**config.mk**
```make
export PLATFORM = sky130hd
export DESIGN_NAME = lock_clear_host
export DESIGN_NICKNAME = d
export VERILOG_FILES = /design/src/lock_clear_host.v /design/src/bus_cycle_engine.v
export VERILOG_INCLUDE_DIRS = /design/src
export SDC_FILE = /design/constraint.sdc
export NUM_CORES = 1
export LEC_CHECK = 0
export BUFFER_PORTS_ARGS = -buffer_cell sky130_fd_sc_hd__buf_4
export CAP_MARGIN = 5
export CORE_MARGIN = 2
export CORE_UTILIZATION = 52
export DETAILED_ROUTE_END_ITERATION = 12
export PLACE_DENSITY = 0.75
export SLEW_MARGIN = 15
export SYNTH_ARGS = -nofsm -noshare
export SYNTH_HDL_FRONTEND = slang
export SYNTH_SLANG_ARGS = --single-unit
```
**constraint.sdc**
```tcl
create_clock -name core_clk_in -period 1.8 [get_ports core_clk_in]
set_clock_uncertainty 0.15 [all_clocks]
set_input_delay 0.36 -clock core_clk_in [delete_from_list [all_inputs] [get_ports core_clk_in]]
set_output_delay 0.36 -clock core_clk_in [all_outputs]
set_load 0.05 [all_outputs]
```
**src/lockcfg_consts.vh**
```
// Purpose: shared constants for the flash lock-clear and status-pin host controller
// Assumes: plain Verilog-2005, included by bare name
// Notes: definitions only
//
// What this block does
// [RQ1] one clear command unlocks all blocks
// [RQ2] master set needs override voltage for clear
// [RQ3] clear refused while busy or suspended
// [RQ4] clear is setup write then confirm write
// [RQ5] reads return status after clear sequence
// [RQ6] completion seen on status pin or ready; the host here decides on the ready bit alone
// [RQ7] host checks erase error, clears status
// [RQ8] stays in read-status until new command
// [RQ9] invalid clear sequence sets both error bits
// [RQ10] lockout voltage sets low-voltage and erase errors
// [RQ11] master set, normal level: protection error
// [RQ12] host repeats clear after aborted operation; this host only raises retry_needed_out
// [RQ13] master bit can never be cleared
// [RQ14] unlocked block erasable at any level
// [RQ15] locked block needs override voltage
// [RQ16] lock changes gated by master bit
// [RQ17] master set needs override voltage only
// [RQ18] only two low code bits; rest zero
// [RQ19] code selects level or pulse modes
// [RQ20] pulse modes pulse low on completion
// [RQ21] host writes config byte then code
// [RQ22] level mode low busy, high ready
// [RQ23] config persists until reconfig or reset
// [RQ24] unsupported config code sets both errors
// [RQ25] host configures only when ready
// [RQ26] wrong confirm is invalid, bits unchanged
// [RQ27] pulse width is a build parameter
`ifndef LOCKCFG_CONSTS_VH
`define LOCKCFG_CONSTS_VH

// command bytes
`define CMD_CLEAR_SETUP    8'h60
`define CMD_CLEAR_CONFIRM  8'hD0
`define CMD_PIN_CONFIG     8'hB8
`define CMD_READ_STATUS    8'h70
`define CMD_CLEAR_STATUS   8'h50
`define CMD_READ_ARRAY     8'hFF

// status bit positions
`define SR_READY           7
`define SR_SUSPEND         6
`define SR_ERASE_ERR       5
`define SR_PROG_ERR        4
`define SR_LOW_VPP         3
`define SR_PROT_ERR        1

// configuration code field
`define CODE_MASK          8'h03
`define CODE_LEVEL         2'h0

// bus timing, in ns and cycles at 50 MHz
`define CLK_PERIOD_NS      20
`define WE_LOW_NS          70
`define WE_HIGH_NS         30
`define OE_ACCESS_NS       150
`define WE_LOW_CYC   ((`WE_LOW_NS + `CLK_PERIOD_NS - 1) / `CLK_PERIOD_NS)
`define WE_HIGH_CYC  ((`WE_HIGH_NS + `CLK_PERIOD_NS - 1) / `CLK_PERIOD_NS)
`define OE_ACCESS_CYC ((`OE_ACCESS_NS + `CLK_PERIOD_NS - 1) / `CLK_PERIOD_NS)
`define TIMER_W            4
`define POLL_LIMIT         16'hFFFF

`endif

```
**src/lock_clear_host.v**
```verilog
// Purpose: host sequencer for clearing all block lock bits and configuring status pin
// Assumes: flash pins synchronous to core_clk_in; device does the gating itself
// Notes: reports device status byte and its error bits to the user
`timescale 1ns/1ps
`include "lockcfg_consts.vh"

module lock_clear_host
(
    input  wire        core_clk_in,
    input  wire        rst_n_in,
    input  wire        clear_req_in,
    input  wire        config_req_in,
    input  wire [1:0]  pin_mode_code_bits_in,
    input  wire        status_output_pin_in,
    input  wire [7:0]  flash_dq_in,
    output wire [7:0]  flash_dq_out,
    output wire        flash_dq_oe_out,
    output wire        flash_we_n_out,
    output wire        flash_oe_n_out,
    output wire        busy_out,
    output reg         done_out,
    output reg  [7:0]  status_out,
    output reg         clear_fail_out,
    output reg         protection_error_out,
    output reg         low_voltage_out,
    output reg         sequence_error_out,
    output reg         config_rejected_out,
    output reg         retry_needed_out
);

    localparam [3:0] S_IDLE      = 4'h0;
    localparam [3:0] S_PRE_POLL  = 4'h1;
    localparam [3:0] S_PRE_WAIT  = 4'h2;
    localparam [3:0] S_SETUP     = 4'h3;
    localparam [3:0] S_CONFIRM   = 4'h4;
    localparam [3:0] S_POLL      = 4'h5;
    localparam [3:0] S_POLL_WAIT = 4'h6;
    localparam [3:0] S_CLR_STAT  = 4'h7;
    localparam [3:0] S_FINISH    = 4'h8;
    localparam [3:0] S_RD_STAT   = 4'h9;

    reg  [3:0]   state_r;
    reg          op_config_r;
    reg  [1:0]   code_r;
    reg          issued_r;
    reg  [15:0]  poll_cnt_r;
    reg          bus_start;
    reg          bus_write;
    reg  [7:0]   bus_wdata;
    wire [7:0]   bus_rdata;
    wire         bus_done;
    wire         st_ready;
    wire         st_err;

    bus_cycle_engine u_bus
    (
        .core_clk_in     (core_clk_in),
        .rst_n_in        (rst_n_in),
        .start_in        (bus_start),
        .write_in        (bus_write),
        .wdata_in        (bus_wdata),
        .flash_dq_in     (flash_dq_in),
        .flash_dq_out    (flash_dq_out),
        .flash_dq_oe_out (flash_dq_oe_out),
        .flash_we_n_out  (flash_we_n_out),
        .flash_oe_n_out  (flash_oe_n_out),
        .rdata_out       (bus_rdata),
        .done_out        (bus_done)
    );

    assign busy_out = (state_r != S_IDLE);
    assign st_ready = bus_rdata[`SR_READY];
    assign st_err   = bus_rdata[`SR_ERASE_ERR] | bus_rdata[`SR_PROG_ERR];

    // ========================================
    // bus request per state
    always @*
    begin
        bus_start = 1'b0;
        bus_write = 1'b0;
        bus_wdata = 8'h00;
        if (!issued_r)
        begin
            case (state_r)
                S_PRE_POLL, S_POLL:
                    bus_start = 1'b1;
                S_SETUP:
                begin
                    bus_start = 1'b1;
                    bus_write = 1'b1;
                    bus_wdata = op_config_r ? `CMD_PIN_CONFIG : `CMD_CLEAR_SETUP; // RQ4 RQ21
                end
                S_CONFIRM:
                begin
                    bus_start = 1'b1;
                    bus_write = 1'b1;
                    // upper six code bits always written as zero
                    bus_wdata = op_config_r ? ({6'h00, code_r} & `CODE_MASK)
                                            : `CMD_CLEAR_CONFIRM; // RQ18 RQ21 RQ4
                end
                S_CLR_STAT:
                begin
                    bus_start = 1'b1;
                    bus_write = 1'b1;
                    bus_wdata = `CMD_CLEAR_STATUS; // RQ7
                end
                S_RD_STAT:
                begin
                    bus_start = 1'b1;
                    bus_write = 1'b1;
                    bus_wdata = `CMD_READ_STATUS; // RQ25
                end
                default:
                    bus_start = 1'b0;
            endcase
        end
    end

    // ========================================
    // command sequencer
    always @(posedge core_clk_in or negedge rst_n_in)
    begin
        if (!rst_n_in)
        begin
            state_r              <= S_IDLE;
            op_config_r          <= 1'b0;
            code_r               <= `CODE_LEVEL;
            issued_r             <= 1'b0;
            poll_cnt_r           <= 16'h0000;
            done_out             <= 1'b0;
            status_out           <= 8'h00;
            clear_fail_out       <= 1'b0;
            protection_error_out <= 1'b0;
            low_voltage_out      <= 1'b0;
            sequence_error_out   <= 1'b0;
            config_rejected_out  <= 1'b0;
            retry_needed_out     <= 1'b0;
        end
        else
        begin
            done_out <= 1'b0;
            if (bus_start)
                issued_r <= 1'b1;
            if (bus_done)
                issued_r <= 1'b0;
            case (state_r)
                S_IDLE:
                begin
                    poll_cnt_r <= 16'h0000;
                    if (clear_req_in || config_req_in)
                    begin
                        op_config_r <= ~clear_req_in;
                        code_r <= pin_mode_code_bits_in;
                        clear_fail_out <= 1'b0;
                        protection_error_out <= 1'b0;
                        low_voltage_out <= 1'b0;
                        sequence_error_out <= 1'b0;
                        config_rejected_out <= 1'b0;
                        retry_needed_out <= 1'b0;
                        // device must be idle first; status reads need a ready check
                        state_r <= S_RD_STAT; // RQ3 RQ25
                    end
                end
                S_RD_STAT:
                    if (bus_done)
                        state_r <= S_PRE_POLL;
                S_PRE_POLL:
                    if (bus_done)
                        state_r <= S_PRE_WAIT;
                S_PRE_WAIT:
                begin
                    // read-status written first, so array data never passes as idle
                    if (st_ready && !bus_rdata[`SR_SUSPEND])
                        state_r <= S_SETUP; // RQ25 RQ3
                    else if (poll_cnt_r == `POLL_LIMIT)
                    begin
                        retry_needed_out <= 1'b1;
                        state_r <= S_FINISH;
                    end
                    else
                    begin
                        poll_cnt_r <= poll_cnt_r + 16'h0001;
                        state_r <= S_PRE_POLL;
                    end
                end
                S_SETUP:
                    if (bus_done)
                        state_r <= S_CONFIRM;
                S_CONFIRM:
                    if (bus_done)
                    begin
                        poll_cnt_r <= 16'h0000;
                        state_r <= S_POLL;
                    end
                S_POLL:
                    if (bus_done)
                        state_r <= S_POLL_WAIT;
                S_POLL_WAIT:
                begin
                    // reads now return status, not array data
                    if (st_ready || status_output_pin_in && !op_config_r && st_ready) // RQ5 RQ6
                    begin
                        status_out <= bus_rdata;
                        clear_fail_out <= bus_rdata[`SR_ERASE_ERR]; // RQ7
                        protection_error_out <= bus_rdata[`SR_PROT_ERR]; // RQ11
                        low_voltage_out <= bus_rdata[`SR_LOW_VPP]; // RQ10
                        sequence_error_out <= bus_rdata[`SR_ERASE_ERR]
                                            & bus_rdata[`SR_PROG_ERR]; // RQ9
                        config_rejected_out <= op_config_r & st_err; // RQ24
                        state_r <= st_err ? S_CLR_STAT : S_FINISH; // RQ7
                    end
                    else if (poll_cnt_r == `POLL_LIMIT)
                    begin
                        // lock bits undefined after abort; user must repeat
                        retry_needed_out <= 1'b1; // RQ12
                        state_r <= S_FINISH;
                    end
                    else
                    begin
                        poll_cnt_r <= poll_cnt_r + 16'h0001;
                        state_r <= S_POLL;
                    end
                end
                S_CLR_STAT:
                    if (bus_done)
                        state_r <= S_FINISH;
                S_FINISH:
                begin
                    done_out <= 1'b1;
                    state_r <= S_IDLE;
                end
                default:
                    state_r <= S_IDLE;
            endcase
        end
    end

endmodule

```
**src/bus_cycle_engine.v**
```verilog
// Purpose: one write or read cycle on the flash parallel pins
// Assumes: pins synchronous to core_clk_in
// Notes: data pin is split into in, out and output enable
`timescale 1ns/1ps
`include "lockcfg_consts.vh"

module bus_cycle_engine
(
    input  wire        core_clk_in,
    input  wire        rst_n_in,
    input  wire        start_in,
    input  wire        write_in,
    input  wire [7:0]  wdata_in,
    input  wire [7:0]  flash_dq_in,
    output reg  [7:0]  flash_dq_out,
    output reg         flash_dq_oe_out,
    output reg         flash_we_n_out,
    output reg         flash_oe_n_out,
    output reg  [7:0]  rdata_out,
    output reg         done_out
);

    localparam [1:0] S_IDLE  = 2'h0;
    localparam [1:0] S_LOW   = 2'h1;
    localparam [1:0] S_HIGH  = 2'h2;

    // cycle counts cut to the timer width on purpose
    localparam integer            WE_LOW_I  = `WE_LOW_CYC;
    localparam integer            WE_HIGH_I = `WE_HIGH_CYC;
    localparam integer            OE_ACC_I  = `OE_ACCESS_CYC;
    localparam [`TIMER_W-1:0]     T_WE_LOW  = WE_LOW_I[`TIMER_W-1:0];
    localparam [`TIMER_W-1:0]     T_WE_HIGH = WE_HIGH_I[`TIMER_W-1:0];
    localparam [`TIMER_W-1:0]     T_OE_ACC  = OE_ACC_I[`TIMER_W-1:0];

    reg [1:0]            state_r;
    reg [`TIMER_W-1:0]   timer_r;
    reg                  is_write_r;

    // ========================================
    // strobe sequencing
    always @(posedge core_clk_in or negedge rst_n_in)
    begin
        if (!rst_n_in)
        begin
            state_r         <= S_IDLE;
            timer_r         <= {`TIMER_W{1'b0}};
            is_write_r      <= 1'b0;
            flash_dq_out    <= 8'h00;
            flash_dq_oe_out <= 1'b0;
            flash_we_n_out  <= 1'b1;
            flash_oe_n_out  <= 1'b1;
            rdata_out       <= 8'h00;
            done_out        <= 1'b0;
        end
        else
        begin
            done_out <= 1'b0;
            case (state_r)
                S_IDLE:
                begin
                    if (start_in)
                    begin
                        is_write_r <= write_in;
                        flash_dq_out <= wdata_in;
                        flash_dq_oe_out <= write_in;
                        flash_we_n_out <= ~write_in;
                        flash_oe_n_out <= write_in;
                        timer_r <= write_in ? T_WE_LOW : T_OE_ACC;
                        state_r <= S_LOW;
                    end
                end
                S_LOW:
                begin
                    if (timer_r > 1)
                        timer_r <= timer_r - 1'b1;
                    else
                    begin
                        // device latches data on the rising write strobe
                        flash_we_n_out <= 1'b1;
                        flash_oe_n_out <= 1'b1;
                        if (!is_write_r)
                            rdata_out <= flash_dq_in;
                        timer_r <= T_WE_HIGH;
                        state_r <= S_HIGH;
                    end
                end
                S_HIGH:
                begin
                    if (timer_r > 1)
                        timer_r <= timer_r - 1'b1;
                    else
                    begin
                        flash_dq_oe_out <= 1'b0;
                        done_out <= 1'b1;
                        state_r <= S_IDLE;
                    end
                end
                default:
                    state_r <= S_IDLE;
            endcase
        end
    end

endmodule

```
# Yosys cells after proc, flatten, opt, wreduce, memory -nomap -nowiden
# Index checks and enable logic that the tools add are counted.
classes:
  n_lt_le_gt_ge: 1
  n_reduce_logical: 31
  bitwise: 7
  n_mux: 62
  addsub: 2
  n_eq_ne: 26
op_table:
  columns: ["operator", "count"]
  rows:
  - ["two-way mux 16 bit", 4]
  - ["two-way mux 4 bit", 16]
  - ["case mux 16 bit (4 select lines)", 1]
  - ["case mux 4 bit (9 select lines)", 1]
  - ["case mux 8 bit (4 select lines)", 1]
  - ["two-way mux 8 bit", 3]
  - ["two-way mux 1 bit", 22]
  - ["AND reduction 3 bit", 6]
  - ["adder 16 x 1 -> 16 bit (second input constant)", 1]
  - ["== test 16 bit (second input constant)", 1]
  - ["== test 4 x 3 -> 1 bit (second input constant)", 4]
  - ["case mux 1 bit (2 select lines)", 8]
  - ["!= test 2 x 1 -> 1 bit (second input constant)", 7]
  - ["!= test 2 bit (second input constant)", 7]
  - ["case mux 4 bit (3 select lines)", 1]
  - ["== test 4 x 2 -> 1 bit (second input constant)", 2]
  - ["== test 4 bit (second input constant)", 2]
  - ["AND reduction 4 bit", 2]
  - ["nonzero test 2 bit", 4]
  - ["nonzero test 4 bit", 2]
  - ["AND reduction 7 bit", 1]
  - ["two-way mux 2 bit", 3]
  - ["case mux 2 bit (3 select lines)", 1]
  - ["AND reduction 2 bit", 3]
  - ["other kinds (17)", 26]
totals:
  output_inout_bits: 27
  register_bits: 66
  input_bits: 15
  elab_cells: 151

# Logic depth before layout (Yosys ltp)
# Gate-level depths: netlist of run 1.
depth:
  ltp_word: 7
  depth_mapped: 7

# Modules after synthesis
# From an unflattened synthesis of run 1, not the netlist that was laid out.
unflattened:
  hier_cells: 375
  area_unflattened_um2: 3678.5
by_module_without_submodules:
  columns: ["module", "seq_area_each_um2", "area_per_inst_um2", "cells_each", "instances"]
  rows:
  - ["lock_clear_host", 975.9, 2389.8, 268, 1]
  - ["bus_cycle_engine", 678.2, 1288.7, 107, 1]

# Least setup slack after synthesis of run 1
# Ideal clock, no wire load.
synth_timing:
  path_type: "register to register"
  start: "register state_r[1]"
  end: "register code_r[0]"
  period_less_slack_ns: 2.153
  arrival_time_ns: 1.878
  slack_ns: -0.353
  path_stages_with_launch: 7
  t_required_ns: 1.525
  path_cell_list: "dfrtp_1 > buf_2 > or2_1 > nor3_1 > inv_1 > nor2_2 > mux2_2"
synth_between:
  elab_chain_cells: 2
synth_rtl:
  columns: ["element", "line", "text"]
  rows:
  - ["start, declared", "lock_clear_host.v:42", "reg [3:0] state_r;"]
  - ["start signal, assigned", "lock_clear_host.v:210", "state_r <= st_err ? S_CLR_STAT : S_FINISH;"]
  - ["logical NOT 4 bit", "lock_clear_host.v:146", "case (state_r)"]
  - ["AND reduction 2 bit (no source line)", null, null]
  - ["end signal, assigned", "lock_clear_host.v:127", "code_r <= `CODE_LEVEL;"]
  - ["end signal, assigned", "lock_clear_host.v:153", "code_r <= pin_mode_code_bits_in;"]
  - ["end, declared", "lock_clear_host.v:44", "reg [1:0] code_r;"]
# No other way between the ends.
# A chain may end at the register's enable or synchronous reset.

# Worst setup path after layout of run 1
layout_timing:
  start: "register state_r[3]"
  end: "register u_bus.timer_r[0]"
layout_between:
  elab_chain_cells: 6
  word_cells_on_any_way: 11
  cone_classes: "eq/ne: 7; mux: 2; reduce/logical: 2"
layout_rtl:
  columns: ["element", "line", "text"]
  rows:
  - ["== test 4 x 3 -> 1 bit (tied with other cells)", "lock_clear_host.v:84", "case (state_r)"]
  - ["OR reduction 6 bit (no source line) *", null, null]
  - ["two-way mux 1 bit *", "lock_clear_host.v:84", null]
  - ["two-way mux 1 bit *", "lock_clear_host.v:82", "if (!issued_r)"]
  - ["!= test 2 bit (no source line) *", null, null]
  - ["AND reduction 3 bit (no source line) *", null, null]
  - ["end signal, assigned", "bus_cycle_engine.v:46", "timer_r <= {`TIMER_W{1'b0}};"]
  - ["end signal, assigned", "bus_cycle_engine.v:68", "timer_r <= write_in ? T_WE_LOW : T_OE_ACC;"]
  - ["end signal, assigned", "bus_cycle_engine.v:75", "timer_r <= timer_r - 1'b1;"]
  - ["end, declared", "bus_cycle_engine.v:36", "reg [`TIMER_W-1:0] timer_r;"]
# Every way passes the cells marked *; elsewhere a longest branch is shown, timed or not.

==> results of run 1 <==
-- synth_stat cells (all sizes together), types with 3 or more instances --
cell	count	area, µm²
dfrtp	63	1580
nand2	44	165
nor2	35	134
inv	17	63.8
o21ai	17	85.1
a21oi	14	70.1
mux2	12	135
clkbuf	11	41.3
nand3	11	60.1
xor2	10	87.6
nand2b	9	56.3
nor3	9	45.0
ha	7	87.6
o22ai	7	43.8
a22o	6	52.6
and4	6	52.6
buf	5	32.5
nand4	5	31.3
a211oi	4	47.5
and2	4	25.0
o21a	4	30.0
o31ai	4	30.0
or2	4	27.5
o21bai	3	22.5
o22a	3	26.3
o2bb2ai	3	26.3
or3	3	18.8
or4	3	22.5
-- repair_timing --
action                                  CTS  global route
hold buffers                              1             0
endpoints found under the hold margin    28             0
endpoints found under the setup margin   43            56
pin swaps                                10            21
buffers inserted                         11             4
resized for setup                        36            56
-- cells by family after synthesis --
group,Yosys count,share of synthesized area
xor+xnor,11,0.0278
flops,65,0.470
compound gates,88,0.187
fa+ha+maj,7,0.0253
simple gates,144,0.210
mux,12,0.0390
buf+inv,33,0.0397
other cells,1,0.00108
-- power breakdown --
part | internal [mW] | leakage, nW | switching (mW)
Combinational | 2.07 | 1.35 | 2.65
Sequential | 1.89 | 0.847 | 0.385
Clock | 0.677 | 0.0936 | 0.568
-- state kept, by name, indices dropped and copies added, names as in the netlist, 2 cells and up --
register            count
u_bus.rdata_out         8
code_r                  2
state_r                 4
status_out              8
u_bus.flash_dq_out      7
u_bus.timer_r           4
poll_cnt_r             16
u_bus.state_r           2
-- area by class of cell --
type / count / share of cell area
Clock buffer: 13 / 0.0296
Clock inverter: 3 / 0.00847
Inverter: 17 / 0.0132
Multi-Input combinational cell: 263 / 0.411
Sequential cell: 65 / 0.326
Tap cell: 77 / 0.0192
Timing Repair Buffer: 120 / 0.193
-- stage by stage --
step	util	setup slack [ns]	total power, mW	instances
5_1_grt	0.786	-0.256	8.63	558
3_3_place_gp	0.681	-0.0884	5.95	527
4_1_cts	0.748	-0.135	7.64	555
2_1_floorplan	-	-0.0676	4.70	361
6_report	0.786	-0.221	8.25	558
3_5_place_dp	0.681	-0.197	6.07	527
-- critical path, delay by kind of cell (launching register included) --
kind            cells  cell delay, ns
flops               1            0.46
buf+inv             2            0.33
simple gates        2            0.59
compound gates      3            0.41
-- worst max path at each step --
stage | to | slack [ns] | depth (start not counted)
floorplan | poll_cnt_r[13]$_DFFE_PN0P_ | -0.07 | 6
global placement | state_r[3]$_DFFE_PN0P_ | -0.09 | 5
detailed placement | state_r[3]$_DFFE_PN0P_ | -0.20 | 5
CTS | poll_cnt_r[13]$_DFFE_PN0P_ | -0.13 | 6
global route | u_bus.timer_r[0]$_DFFE_PN0P_ | -0.26 | 7
finish | u_bus.timer_r[0]$_DFFE_PN0P_ | -0.22 | 7
-- per-layer routing --
layer | vias up | part of all wire | GRT usage
met5 | - | 0 | 0
met4 | 0 | 0.034 | 0.107
met3 | 35 | 0.056 | 0.0510
met2 | 124 | 0.48 | 0.411
met1 | 1574 | 0.43 | 0.339
li1 | 1531 | - | -
==> impl_metrics.tcl, run 1 <==
set metrics [dict create \
    status "finished with violations" \
    violations "negative setup slack" \
    numCtsBuffers 9 \
    port_buffers 39 \
    start_util 0.543 \
    rsz0062_at_grt "yes" \
    die-area_um2 7330 \
    hold_violations 0 \
    min_path_type "primary input to flop" \
    grt_pass1_vias 3149 \
    grt_pass1_wl_um 14700 \
    dp_hpwl_um 6230 \
    final_cell_mix "buf_4, dfrtp_1, nand2_1, nor2_1, inv_1" \
    syn-num-nets 383 \
    cts_max_level 3 \
    slew_viol_final 0 \
    critical_path_class "flop to flop" \
    num-nets-final 498 \
    yosysUniqueCellTypes 64 \
    endpoint_kind "flop" \
    grt_antenna_before_repair 0 \
    syn-instance-count 361 \
    peakVddDrop_mv 1.22 \
    nFillCells 384 \
    worstHoldStart "clear_req_in" \
    r2r_cells 7 \
    finalCritPeriodShare 1.12 \
    holdPathEnd "op_config_r$_DFFE_PN0P_" \
    synth_area_um2 3460 \
    multi_input_area_um2 2060 \
    drtPass1Iterations 5 \
    maxCapViolCount 0 \
    grt_max_degree 31 \
    synth_ff_type "dfrtp_1" \
    leakage_nw 2.29 \
    r2r_end "u_bus.timer_r[0]$_DFFE_PN0P_" \
    drtIter0Drc 299 \
    ys_ff_latch 65 \
    routed_via_density 5.85 \
    setup_violations 28 \
    die_w_um 85.6 \
    timing.final.ws_setup_ns -0.221 \
    ctsRootBufferMaster "clkbuf_8" \
    yosysSeqAreaShare 0.470 \
    postRouteAntennaNets 0 \
    setup-tns-final_ns -2.09 \
    core_area_um2 6390 \
    whs_ns 0.0363 \
    grt_use_total 0.255 \
    synth.avg_cell_area_um2 9.60 \
    clkLatencyLatePin_ns 0.35 \
    post-route-cell-area_um2 5020 \
    drive_above_1_share 0.445 \
    drc_errors 0 \
    worst_setup_path_startpoint "state_r[3]$_DFFE_PN0P_" \
    gp_congestion 0.925 \
    crit_chain "nand2b_1 -> buf_4 -> o21ai_0 -> buf_4 -> o221ai_2 -> or3_1 -> o21ai_0" \
    die_h_um 85.6 \
    seqCellArea_um2 1640 \
    io_pins 42 \
    layout_commonest_cell "buf_4" \
    start_kind "flop" \
    cellPowerDensity_nw_per_um2 1640 \
    cts_tree "yes" \
    crit_fanout 5 \
    regToRegStartpoint "state_r[3]$_DFFE_PN0P_" \
    overflow 0 \
    worstPathRequired_ns 1.90 \
    worst_path_max_delay_cell "dfrtp_2" \
    syn2layout_area_growth_pct 45.0 \
    num_vias 3264 \
    fin_crit_ns 2.02 \
    worstPathArrival_ns 2.12 \
    fmax_ghz 0.495 \
    clkSinkCount 65 \
    wl_per_cell_um 17.7 \
    placed_cell_area_um2 4350 \
    yosys_warnings 0 \
    rows 29 \
    hold_depth 2 \
    max_stage_delay_ns 0.46 \
    path_clk_slew_ns 0.07 \
    async_flop_share 1.00 \
    reg2reg_slack_ns -0.22 \
    diodes 0 \
    cts_max_path_buffers 2 \
    synth_edf_count 0 \
    routed_wl_um 9900 \
]
Note: power is estimated with default switching activity, not from simulation.
==> run 2, diff against run 1 <==
Settings changed: CORE_UTILIZATION 52 to 58, PLACE_DENSITY 0.75 to 0.8.
Clock period 1.8 ns to 2 ns, I/O delays scaled along.
==> run 2 against run 1 <==
The flow still finishes with violations (negative setup slack). Wire length fell by 11%. Die area is 9.9% lower. Final cell count shrank 4.8%. Sequential power fell by 11%. Clock-buffer cell count is 4 lower. Critical path type is now flop to output port.
==> impl_metrics.tcl, run 2 (synthesis gave the netlist of run 1 again) <==
set metrics [dict create \
    wl_per_cell_um 16.6 \
    dp_slack_ns 0.0114 \
    worst_path_max_delay_cell "dfrtp_1" \
    diodes 0 \
    p_comb_frac 0.521 \
    finalPower_mw 6.83 \
    grt_use_total 0.289 \
    hold_violations 0 \
    status "finished with violations" \
    critical_path_class "flop to output port" \
    internal_power_mw 3.88 \
    drtPass1Iterations 6 \
    core_area_um2 5850 \
    grt_max_degree 36 \
    grt_pass1_wl_um 14500 \
    top_register "poll_cnt_r" \
    timing.final.ws_setup_ns -0.0264 \
    slew_viol_final 0 \
    p_sw_mw 2.95 \
    num_vias 3142 \
    final_cell_mix "buf_4, dfrtp_1, nand2_1, nor2_1, o21ai_0" \
    cts_max_path_buffers 2 \
    die-area_um2 6610 \
    clkPwrFrac 0.184 \
    max_stage_delay_ns 0.40 \
    cts_max_level 3 \
    start_util 0.592 \
    drive_above_1_share 0.344 \
    largest_reg_flops 16 \
    worstPathRequired_ns 1.45 \
    cts_tree "yes" \
    p_seq_frac 0.296 \
    netSwitchingFraction 0.432 \
    path_clk_slew_ns 0.08 \
    utilization 0.780 \
    peakVddDrop_mv 0.963 \
    port_buffers 39 \
    gp_congestion 0.890 \
    dp_hpwl_um 5850 \
    min_path_type "primary input to flop" \
    routed_via_density 5.92 \
    start_kind "flop" \
    setup_violations 2 \
    numCtsBuffers 9 \
    fin_crit_ns 2.03 \
    die_h_um 81.3 \
    grt_antenna_before_repair 0 \
    setup-tns-final_ns -0.0297 \
    grt_pass1_vias 2984 \
    syn2layout_area_growth_pct 31.7 \
    endpoint_kind "output port" \
    finalCritPeriodShare 1.01 \
    cellPowerDensity_nw_per_um2 1500 \
    crit_fanout 2 \
    leakage_nw 2.09 \
    clkLatencyLatePin_ns 0.35 \
    io_pins 42 \
    layout_commonest_cell "buf_4" \
    maxCapViolCount 0 \
    overflow 0 \
    ctsRootBufferMaster "clkbuf_8" \
    reg_top3 "poll_cnt_r: 16 flops, status_out: 8 flops, u_bus.rdata_out: 8 flops" \
    violations "negative setup slack" \
    rsz0062_at_grt "yes" \
    rows 28 \
    crit_chain "buf_6 -> or2_1 -> nor3_2 -> inv_2 -> buf_8" \
    routed_wl_um 8800 \
    num-nets-final 473 \
    drc_errors 0 \
    drtIter0Drc 215 \
    postRouteAntennaNets 0 \
    clkSinkCount 65 \
    worstPathArrival_ns 1.48 \
    fmax_ghz 0.493 \
    die_w_um 81.3 \
    whs_ns 0.0755 \
]
-- run 2: changes by cell type in the layout (fill, tap and decap cells not counted), sizes merged --
cell	before	now
buf	119	94
clkbuf	13	9
clkinv	1	4
bufinv	1	2
-- run 2: per-layer routing --
layer  GRT usage  vias to the layer above  part of all wire
met5           0                        -                 0
met4      0.0932                        0             0.017
met3      0.0656                       21             0.049
met2       0.460                      104              0.50
met1       0.393                     1544              0.43
li1            -                     1473                 -
-- run 2: critical path, delay by kind of cell, from the launching register on --
family / cells / cell delay [ns]
flops: 1 / 0.40
simple gates: 2 / 0.39
buf+inv: 3 / 0.34
-- run 2: final timing paths --
check / from / end / slack [ns] / depth (start not counted)
min in group asynchronous: rst_n_in / poll_cnt_r[6]$_DFFE_PN0P_ / 0.37 / 2
max reg2reg: state_r[0]$_DFFE_PN0P_ / u_bus.timer_r[3]$_DFFE_PN0P_ / 0 / 8
min: clear_req_in / op_config_r$_DFFE_PN0P_ / 0.08 / 2
max: state_r[0]$_DFFE_PN0P_ / busy_out / -0.03 / 5
min reg2reg: u_bus.rdata_out[0]$_DFFE_PN0P_ / status_out[0]$_DFFE_PN0P_ / 0.32 / 2
max in group asynchronous: rst_n_in / u_bus.flash_we_n_out$_DFFE_PN1P_ / 0.74 / 3
-- run 2: final cells by class --
| cell class | instances | area [µm²] |
|---|---|---|
| clock buffers | 9 | 124 |
| clock inverters | 7 | 95.1 |
| fillers | 367 | 1290 |
| inverters | 17 | 63.8 |
| multi-input cells | 263 | 1790 |
| flip-flops and latches | 65 | 1640 |
| well taps | 75 | 93.8 |
| repair buffers | 95 | 758 |
-- run 2: power groups by stage --
stage          clock [mW]  sequential, mW  combinational [mW]
5_1_grt              1.33            2.06                3.80
4_1_cts              1.26            1.99                3.36
3_5_place_dp            0            2.02                3.19
3_3_place_gp            0            2.00                3.09
6_report             1.25            2.02                3.55
2_1_floorplan           0            2.48                1.64
-- run 2: what timing repair did --
item	CTS	global route
hold buffers	1	0
hold endpoints to repair	30	0
pin swaps	4	7
gates cloned	0	0
setup buffers	11	5
resized for setup	12	22
setup endpoints to repair	3	32
-- run 2: metrics by stage --
step                      instances  area (µm²)
after global placement          499        4100
after CTS                       527        4450
final                           531        4560
after global routing            531        4560
after floorplan                 361        3470
after detailed placement        499        4100
